<file path="src/slsc_consts.vh">
// Constants for the serial link sync control block.
// Assumes an APB slave with 32-bit data, one register per aligned word.
`ifndef SLSC_CONSTS_VH
`define SLSC_CONSTS_VH

// Printed offsets are not all multiples of four: they are word indices
`define SLSC_IDX_SH_SELECT 12'h20F
`define SLSC_IDX_SYNC_REQUEST_THRESHOLD 12'h210
`define SLSC_IDX_CONTROL 12'h220
`define SLSC_IDX_STATUS 12'h221

`define SLSC_RST_SH_SELECT 8'h00
`define SLSC_RST_SYNC_REQUEST_THRESHOLD 8'h03
`define SLSC_RST_CONTROL 8'h00

`define SLSC_SH_CRC12 2'h0
`define SLSC_SH_FEC 2'h2

// Control register fields
`define SLSC_CTL_TX_EN 0
`define SLSC_CTL_MODE_64B66B 1

// Status register fields
`define SLSC_ST_SYNC_LEVEL 5
`define SLSC_ST_REQ_SEEN 0
`define SLSC_ST_ERR_SEEN 1

`define SLSC_SYNC_WORD_BITS 32
`endif

</file>
<file path="src/slsc_top.v">
// Sync control for a 64B/66B multi-lane transmitter: header selection and SYNC~ watch.
// Assumes CLK is the link clock (fS/2) and SYNC_N is already synchronous to it.
//
// What this block does
// - A two-bit header select picks CRC-12 at 0 (default) or FEC at 2; 1 and 3 are reserved.
// - The header select only acts while the link mode is a 64B/66B mode.
// - The sync word is built from 32 bits of data per multi-block.
// - No command channel: every command field is driven as zero, giving idle headers.
// - SYNC~ is sampled on every link clock cycle.
// - A shorter low run is an error report and causes no action.
// - Status bit 5 shows the present SYNC~ level, 0 asserted and 1 deasserted.
//
// Design decision made here: the APB slave port.
`timescale 1ns/10ps
`include "slsc_consts.vh"

module slsc_top #(
  parameter THRESH_W = 5
)
(
  CLK,
  RST,
  PSEL,
  PENABLE,
  PWRITE,
  PADDR,
  PWDATA,
  PRDATA,
  PREADY,
  PSLVERR,
  SYNC_N,
  SYNC_WORD_IN,
  SYNC_WORD_VALID,
  HDR_CRC_EN,
  HDR_FEC_EN,
  HDR_CMD_BITS,
  SYNC_WORD_OUT,
  SYNC_REQ,
  LINK_TX_EN
);
  input wire CLK;
  input wire RST;
  input wire PSEL;
  input wire PENABLE;
  input wire PWRITE;
  input wire [13:0] PADDR;
  input wire [31:0] PWDATA;
  output reg [31:0] PRDATA;
  output reg PREADY;
  output reg PSLVERR;
  input wire SYNC_N;
  input wire [`SLSC_SYNC_WORD_BITS-1:0] SYNC_WORD_IN;
  input wire SYNC_WORD_VALID;
  output reg HDR_CRC_EN;
  output reg HDR_FEC_EN;
  output reg [7:0] HDR_CMD_BITS;
  output reg [`SLSC_SYNC_WORD_BITS-1:0] SYNC_WORD_OUT;
  output reg SYNC_REQ;
  output reg LINK_TX_EN;

  // ****************************************
  // Register file
  // ****************************************
  reg [7:0] sh_select_q;
  reg [7:0] sh_select_d;
  reg [7:0] sync_request_threshold_q;
  reg [7:0] sync_request_threshold_d;
  reg [7:0] control_q;
  reg [7:0] control_d;
  reg [31:0] rdata_d;
  reg req_seen_q;
  reg req_seen_d;
  reg err_seen_q;
  reg err_seen_d;
  reg [THRESH_W:0] low_cnt_q;
  reg [THRESH_W:0] low_cnt_d;
  reg sync_level_q;

  wire [11:0] word_idx;
  wire aligned;
  wire known;
  wire access;
  wire done;
  wire wr;
  wire rd;
  wire st_wr;
  wire [7:0] status;
  wire mode_66;
  wire [THRESH_W-1:0] thresh;
  wire run_done;
  wire run_short;

  // ****************************************
  // Shared decode and arithmetic
  // ****************************************
  // Only the four mapped words answer without an error
  function is_known;
    input [11:0] idx;
    begin
      is_known = (idx == `SLSC_IDX_SH_SELECT) || (idx == `SLSC_IDX_SYNC_REQUEST_THRESHOLD) ||
                 (idx == `SLSC_IDX_CONTROL) || (idx == `SLSC_IDX_STATUS);
    end
  endfunction

  // Registers are 8 bits wide; the rest of the bus word reads as zero
  function [31:0] bus_word;
    input [7:0] value;
    begin
      bus_word = {24'h000000, value};
    end
  endfunction

  // A run counts as a request once it is longer than the threshold
  function past_thresh;
    input [THRESH_W:0] count;
    input [THRESH_W-1:0] limit;
    begin
      past_thresh = (count > {1'b0, limit});
    end
  endfunction

  // ****************************************
  // Address decode
  // ****************************************
  // Word index is the byte address over four
  assign word_idx = PADDR[13:2];
  assign aligned = (PADDR[1:0] == 2'h0);
  // Unaligned or unmapped addresses are refused with PSLVERR and change nothing
  assign known = aligned && is_known(word_idx);
  // First access cycle; the answer is registered, so one wait state follows
  assign access = PSEL && PENABLE && !PREADY;
  // Completing edge: writes land exactly where the master samples PREADY
  assign done = PSEL && PENABLE && PREADY;
  assign wr = done && PWRITE && known;
  assign rd = access && !PWRITE && known;
  assign st_wr = wr && (word_idx == `SLSC_IDX_STATUS);

  // ****************************************
  // Register writes
  // ****************************************
  // Reserved bits are stored as written so reads return them; software keeps them 0
  always @*
  begin
    sh_select_d = sh_select_q;
    sync_request_threshold_d = sync_request_threshold_q;
    control_d = control_q;
    if (wr)
    begin
      case (word_idx)
        `SLSC_IDX_SH_SELECT: sh_select_d = PWDATA[7:0];
        `SLSC_IDX_SYNC_REQUEST_THRESHOLD: sync_request_threshold_d = PWDATA[7:0];
        `SLSC_IDX_CONTROL: control_d = PWDATA[7:0];
        default: control_d = control_q;
      endcase
    end
  end

  // ****************************************
  // Read data
  // ****************************************
  // Writes and refused reads return zero
  always @*
  begin
    rdata_d = 32'h0000_0000;
    if (rd)
    begin
      case (word_idx)
        `SLSC_IDX_SH_SELECT: rdata_d = bus_word(sh_select_q);
        `SLSC_IDX_SYNC_REQUEST_THRESHOLD: rdata_d = bus_word(sync_request_threshold_q);
        `SLSC_IDX_CONTROL: rdata_d = bus_word(control_q);
        `SLSC_IDX_STATUS: rdata_d = bus_word(status);
        default: rdata_d = 32'h0000_0000;
      endcase
    end
  end

  assign status = {2'h0, sync_level_q, 3'h0, err_seen_q, req_seen_q};

  // ****************************************
  // Bus answer and register storage
  // ****************************************
  always @(posedge CLK or posedge RST)
  begin
    if (RST)
    begin
      sh_select_q <= `SLSC_RST_SH_SELECT;
      sync_request_threshold_q <= `SLSC_RST_SYNC_REQUEST_THRESHOLD;
      control_q <= `SLSC_RST_CONTROL;
      PRDATA <= 32'h0000_0000;
      PREADY <= 1'b0;
      PSLVERR <= 1'b0;
    end
    else
    begin
      sh_select_q <= sh_select_d;
      sync_request_threshold_q <= sync_request_threshold_d;
      control_q <= control_d;
      // PREADY, PSLVERR and PRDATA stand together for the completing cycle
      PREADY <= access;
      PSLVERR <= access && !known;
      // Read data holds between accesses
      if (access)
        PRDATA <= rdata_d;
    end
  end

  // ****************************************
  // Sync header selection
  // ****************************************
  assign mode_66 = control_q[`SLSC_CTL_MODE_64B66B];

  // Reserved select codes send neither CRC nor FEC rather than guessing
  always @(posedge CLK or posedge RST)
  begin
    if (RST)
    begin
      HDR_CRC_EN <= 1'b0;
      HDR_FEC_EN <= 1'b0;
      HDR_CMD_BITS <= 8'h00;
      SYNC_WORD_OUT <= 32'h0000_0000;
      LINK_TX_EN <= 1'b0;
    end
    else
    begin
      // Transmit enable only gates the link; it does not lock the registers
      LINK_TX_EN <= control_q[`SLSC_CTL_TX_EN];
      // Outside 64B/66B modes the select is held but has no effect
      HDR_CRC_EN <= mode_66 && (sh_select_q[1:0] == `SLSC_SH_CRC12);
      HDR_FEC_EN <= mode_66 && (sh_select_q[1:0] == `SLSC_SH_FEC);
      // Command channel is not supported: idle headers only
      HDR_CMD_BITS <= 8'h00;
      // The word is taken whole, once per multi-block, when the source marks it valid
      if (SYNC_WORD_VALID)
        SYNC_WORD_OUT <= SYNC_WORD_IN;
    end
  end

  // ****************************************
  // SYNC~ watch: low-run counter
  // ****************************************
  // The threshold is read live; software keeps it steady while the link is enabled
  assign thresh = sync_request_threshold_q[THRESH_W-1:0];

  // Counter saturates one past the threshold, so a long low gives one rising request
  always @*
  begin
    low_cnt_d = low_cnt_q;
    // A high sample always restarts the run
    if (SYNC_N)
      low_cnt_d = {(THRESH_W+1){1'b0}};
    else if (!past_thresh(low_cnt_q, thresh))
      low_cnt_d = low_cnt_q + {{THRESH_W{1'b0}}, 1'b1};
  end

  // ****************************************
  // SYNC~ watch: request and status flags
  // ****************************************
  // Request on the sample that completes threshold plus one lows
  assign run_done = !SYNC_N && past_thresh(low_cnt_d, thresh);
  // A run that ends at or below the threshold is only an error report
  assign run_short = SYNC_N && (low_cnt_q != {(THRESH_W+1){1'b0}}) &&
                     !past_thresh(low_cnt_q, thresh);

  // Write-one-to-clear flags; an event in the clearing cycle wins so none is lost
  always @*
  begin
    req_seen_d = req_seen_q;
    err_seen_d = err_seen_q;
    if (run_done)
      req_seen_d = 1'b1;
    else if (st_wr && PWDATA[`SLSC_ST_REQ_SEEN])
      req_seen_d = 1'b0;
    if (run_short)
      err_seen_d = 1'b1;
    else if (st_wr && PWDATA[`SLSC_ST_ERR_SEEN])
      err_seen_d = 1'b0;
  end

  always @(posedge CLK or posedge RST)
  begin
    if (RST)
    begin
      low_cnt_q <= {(THRESH_W+1){1'b0}};
      // Idle level of SYNC~ is high, so status starts as deasserted
      sync_level_q <= 1'b1;
      SYNC_REQ <= 1'b0;
      req_seen_q <= 1'b0;
      err_seen_q <= 1'b0;
    end
    else
    begin
      low_cnt_q <= low_cnt_d;
      // One cycle behind the pin, as every status bit is registered
      sync_level_q <= SYNC_N;
      // Request level stays up while the low run lasts
      SYNC_REQ <= run_done;
      // A short run is only noted; nothing else reacts to it
      req_seen_q <= req_seen_d;
      err_seen_q <= err_seen_d;
    end
  end

endmodule // slsc_top

</file>
<file path="config.mk">
export PLATFORM = sky130hd
export DESIGN_NAME = slsc_top
export DESIGN_NICKNAME = d
export VERILOG_FILES = /design/src/slsc_top.v
export VERILOG_INCLUDE_DIRS = /design/src
export SDC_FILE = /design/constraint.sdc
export NUM_CORES = 1
export LEC_CHECK = 0
export ABC_AREA = 1
export ABC_CLOCK_PERIOD_IN_PS = 2600
export BUFFER_PORTS_ARGS = -buffer_cell sky130_fd_sc_hd__buf_2
export CORE_MARGIN = 4
export CORE_UTILIZATION = 44
export CTS_CLUSTER_SIZE = 24
export DETAILED_ROUTE_END_ITERATION = 8
export PLACE_DENSITY = 0.88
export SLEW_MARGIN = 20
export SYNTH_ARGS = -nofsm -noshare
export SYNTH_HDL_FRONTEND = slang
export SYNTH_SLANG_ARGS = --single-unit
export TNS_END_PERCENT = 30
</file>
<file path="constraint.sdc">
create_clock -name CLK -period 2.6 [get_ports CLK]
set_clock_uncertainty 0.2 [all_clocks]
set_input_delay 0.13 -clock CLK [delete_from_list [all_inputs] [get_ports CLK]]
set_output_delay 0.13 -clock CLK [all_outputs]
set_load 0.1 [all_outputs]
</file>
==> tab_implementation.tex <==
\begin{tabular}{lr}
\hline
Metric & Value \\
\hline
\multicolumn{2}{l}{\textbf{Status}} \\
\quad Outcome & finished, violations left \\
\quad Failing checks & setup timing \\
\multicolumn{2}{l}{\textbf{Timing}} \\
\quad Final worst hold slack & 0.00437 ns \\
\quad Highest attainable clock frequency & 342 MHz \\
\quad Count of endpoints failing hold in the final timing report & 0 \\
\quad Slew Limit Fails & 0 \\
\quad Worst slew slack as a fraction of its limit & 0.549 \\
\quad Final setup violation count & 4 \\
\quad Final setup slack of the worst path & -0.324 ns \\
\quad Post-route clock period utilization & 1.12 \\
\quad Slew at the pin with the worst max-slew slack & 0.676 ns \\
\quad RSZ-0062 raised after global routing & yes \\
\quad Minimum clock period & 2.92 ns \\
\multicolumn{2}{l}{\textbf{Synthesis}} \\
\quad EDFF count, synth & 0 \\
\quad Number of unique standard cell types used by synthesis & 29 \\
\quad Cell Area, Synth & 0.00397 mm\^{}2 \\
\quad Part of the Yosys area used for sequential elements & 0.498 \\
\quad YS warnings & 0 \\
\quad Gate Count Post-Synth & 424 \\
\quad Post-synthesis async set-or-reset flop share & 1.00 \\
\quad Synth Area per Inst & 9.37 um\^{}2 \\
\quad Flops \& latches, synth & 79 \\
\quad Top FF cell, synth & sky130\_fd\_sc\_hd\_\_dfrtp\_1 \\
\multicolumn{2}{l}{\textbf{Finish}} \\
\quad Layout cells sized above 1 & 0.353 \\
\quad Count of nets after finishing & 709 \\
\quad Post-synthesis to final-layout area growth & 38.3\% \\
\quad Fin area & 0.00550 mm\^{}2 \\
\quad Inserted Diodes & 0 \\
\multicolumn{2}{l}{\textbf{GRT}} \\
\quad Vias in the first global route & 3529 \\
\quad Initial antenna violation count & 0 \\
\quad Aggregate global-route resource usage & 0.200 \\
\quad Global-route wire length before repair & 16.4 mm \\
\quad Overall overflow remaining after global route & 0 \\
\quad Pin count of the biggest net entering global routing & 33 \\
\multicolumn{2}{l}{\textbf{Detailed routing}} \\
\quad Avg WL per Cell & 15.0 um \\
\quad Routed via count & 3559 \\
\quad Final Routed Wirelength & 10.9 mm \\
\quad DRT Pass-1 Iters & 5 \\
\quad Initial DRC count & 308 \\
\quad DRC viols & 0 \\
\quad Routed via count divided by cell count & 4.91 \\
\quad Routed Antenna Nets & 0 \\
\multicolumn{2}{l}{\textbf{Clock tree}} \\
\quad Post-CTS clock slew at the launch and capture registers of the worst setup and hold paths & 0.09 ns \\
\quad TritonCTS Sinks & 79 \\
\quad CTS Buffer Depth & 2 \\
\quad Clock tree from TritonCTS & done \\
\quad CTS root buffer & sky130\_fd\_sc\_hd\_\_clkbuf\_8 \\
\quad Num CTS Buffers & 9 \\
\quad Max H-tree Level & 3 \\
\quad Insertion delay of the later-clocked pin in the worst-skew pair & 0.36 ns \\
\multicolumn{2}{l}{\textbf{Placed design}} \\
\quad HPWL after DPL & 7.01 mm \\
\quad Placement Setup Slack & -0.264 ns \\
\quad Standard cell area after detailed placement & 0.00462 mm\^{}2 \\
\quad Number of buffers added on ports & 106 \\
\quad Placer congestion estimate & 0.850 \\
\multicolumn{2}{l}{\textbf{Min path}} \\
\quad Kind of path behind the tightest hold check & in -> reg \\
\multicolumn{2}{l}{\textbf{Setup path}} \\
\quad Critical Path Sink Type & flop \\
\quad Largest driver fanout on the critical path & 5 \\
\quad Setup crit start kind & flop \\
\quad Kind of critical path & reg -> reg \\
\quad Critical path required time & 2.67 ns \\
\quad Arrival time at the worst endpoint & 2.99 ns \\
\multicolumn{2}{l}{\textbf{Floorplanning}} \\
\quad Floorplan Core Area & 0.00876 mm\^{}2 \\
\quad Vert. Die Dim & 103 um \\
\quad Die width & 103 um \\
\quad Number of cell rows & 34 \\
\quad Area of the die & 0.0106 mm\^{}2 \\
\quad Number of top-level design ports & 163 \\
\quad Initial core utilization & 0.453 \\
\multicolumn{2}{l}{\textbf{Pwr}} \\
\quad Total power divided by cell area & 713 mW/mm\^{}2 \\
\quad Lkg Pwr & 2.97 nW \\
\quad Peak supply drop & 308 uV \\
\multicolumn{2}{l}{\textbf{Run}} \\
\quad Number of max-capacitance violations reported & 0 \\
\hline
\end{tabular}
## logic make-up (layout without fill, tap and decap cells)
| family | Yosys count | after routing | share of synthesized area |
|---|---|---|---|
| and+or+nand+nor | 185 | 185 | 0.218 |
| other | 1 | 32 | 0.000944 |
| adders and majority gates | 12 | 12 | 0.0378 |
| DFF | 79 | 79 | 0.498 |
| AOI/OAI and AO/OA | 34 | 34 | 0.0447 |
| muxes | 32 | 32 | 0.0907 |
| buffers and inverters | 79 | 241 | 0.105 |
| xor gates and xnor gates | 2 | 2 | 0.00441 |
## stage by stage
stage,util,std cells,total power [W],TNS [ns]
after floorplan,-,455,0.00238,0
after global placement,0.527,648,0.00256,-0.226
after detailed placement,0.527,648,0.00260,-0.506
after CTS,0.620,723,0.00376,-0.428
after global routing,0.627,725,0.00408,-1.29
final,0.627,725,0.00392,-0.877
## what timing repair did
item                       CTS  global route
cloned                       0             0
hold endpoints to repair   101             0
buffers inserted             8             2
pin swaps                    6             4
resized for setup           12            19
hold buffers                51             0
setup endpoints to repair    2             6
## power by group
group	leakage [nW]	internal, W	switching [W]
logic	1.87	0.000518	0.00110
registers	1.00	0.00131	0.0000564
clock network	0.0912	0.000472	0.000471
## routing by layer
metal  vias to the layer above  GRT usage  wire length [um]
li1                       1666          -                 -
met1                      1648      0.227              4000
met2                       207      0.353              5320
met3                        38     0.0548              1210
met4                         0     0.0837               358
met5                         -          0                 0
## final timing paths
kind	start	to	slack, ns	cells past startpoint
max in group asynchronous	RST	SYNC_WORD_OUT[8]$_DFFE_PP0P_	1.26	4
max	sync_request_threshold_q[1]$_DFFE_PP1P_	req_seen_q$_DFFE_PP0P_	-0.32	21
min reg2reg	control_q[0]$_DFFE_PP0P_	LINK_TX_EN$_DFF_PP0_	0.25	0
min in group asynchronous	RST	PRDATA[1]$_DFFE_PP0P_	0.21	3
max reg2reg	sync_request_threshold_q[1]$_DFFE_PP1P_	req_seen_q$_DFFE_PP0P_	-0.32	21
min	PADDR[0]	PSLVERR$_DFF_PP0_	0.004	4
## cells in the final DEF, fill, tap and decap left out, drive strengths merged
cell type / synthesis / layout
a21oi: 10 / 10
and3: 2 / 2
buf: 35 / 131
bufinv: 0 / 1
clkbuf: 1 / 10
clkinv: 1 / 1
clkinvlp: 0 / 4
conb: 1 / 32
dfrtp: 76 / 76
dfstp: 3 / 3
dlygate4sd3: 0 / 49
dlymetal6s4s: 0 / 2
ha: 12 / 12
inv: 42 / 43
mux2: 32 / 32
nand2: 129 / 129
nand3: 19 / 19
nand4: 2 / 2
nor2: 29 / 29
nor3: 3 / 3
o21ai: 20 / 20
o22ai: 3 / 3
o311ai: 1 / 1
or2: 1 / 1
xor2: 2 / 2
## synthesized netlist by cell type, drive strengths merged (2+ instances only)
library cell / number / area [um^2]
nand2: 129 / 494
dfrtp: 76 / 1900
inv: 42 / 158
buf: 35 / 251
mux2: 32 / 360
nor2: 29 / 194
o21ai: 20 / 100
nand3: 19 / 133
ha: 12 / 150
a21oi: 10 / 50.1
dfstp: 3 / 78.8
nor3: 3 / 15.0
o22ai: 3 / 18.8
and3: 2 / 12.5
nand4: 2 / 12.5
xor2: 2 / 17.5
## worst max-delay path: stages, from the launching register on
cell and delay [ns]:
sky130_fd_sc_hd__dfstp_2 0.56, sky130_fd_sc_hd__inv_2 0.06, sky130_fd_sc_hd__ha_4 0.22, sky130_fd_sc_hd__inv_4 0.06, sky130_fd_sc_hd__nor2_4 0.04, sky130_fd_sc_hd__o21ai_1 0.13
sky130_fd_sc_hd__nand3_1 0.11, sky130_fd_sc_hd__nand2_2 0.16, sky130_fd_sc_hd__inv_4 0.07, sky130_fd_sc_hd__nor2_4 0.12, sky130_fd_sc_hd__nor2_1 0.06, sky130_fd_sc_hd__o21ai_1 0.11
sky130_fd_sc_hd__ha_2 0.21, sky130_fd_sc_hd__inv_2 0.04, sky130_fd_sc_hd__a21oi_2 0.16, sky130_fd_sc_hd__nor2_1 0.06, sky130_fd_sc_hd__nor2_1 0.09, sky130_fd_sc_hd__o21ai_1 0.07
sky130_fd_sc_hd__o21ai_1 0.09, sky130_fd_sc_hd__nand2_1 0.07, sky130_fd_sc_hd__nand2_1 0.07, sky130_fd_sc_hd__nand2_1 0.05
## registers in the layout, indices dropped and copies added, names as in the netlist
register and flops:
SYNC_WORD_OUT 32, PRDATA 8, control_q 8, sh_select_q 8, sync_request_threshold_q 8, low_cnt_q 6, HDR_CRC_EN 1, HDR_FEC_EN 1
LINK_TX_EN 1, PREADY 1, PSLVERR 1, SYNC_REQ 1, err_seen_q 1, req_seen_q 1, sync_level_q 1
## final cells by class
type / count / area (um^2)
Inverter: 43 / 166
Tap cell: 108 / 135
Fill cell: 631 / 3270
Multi-Input combinational cell: 297 / 1750
Clock inverter: 6 / 68.8
Sequential cell: 79 / 1980
Clock buffer: 10 / 138
Timing Repair Buffer: 182 / 1260
(Power assumes the default switching activity.)
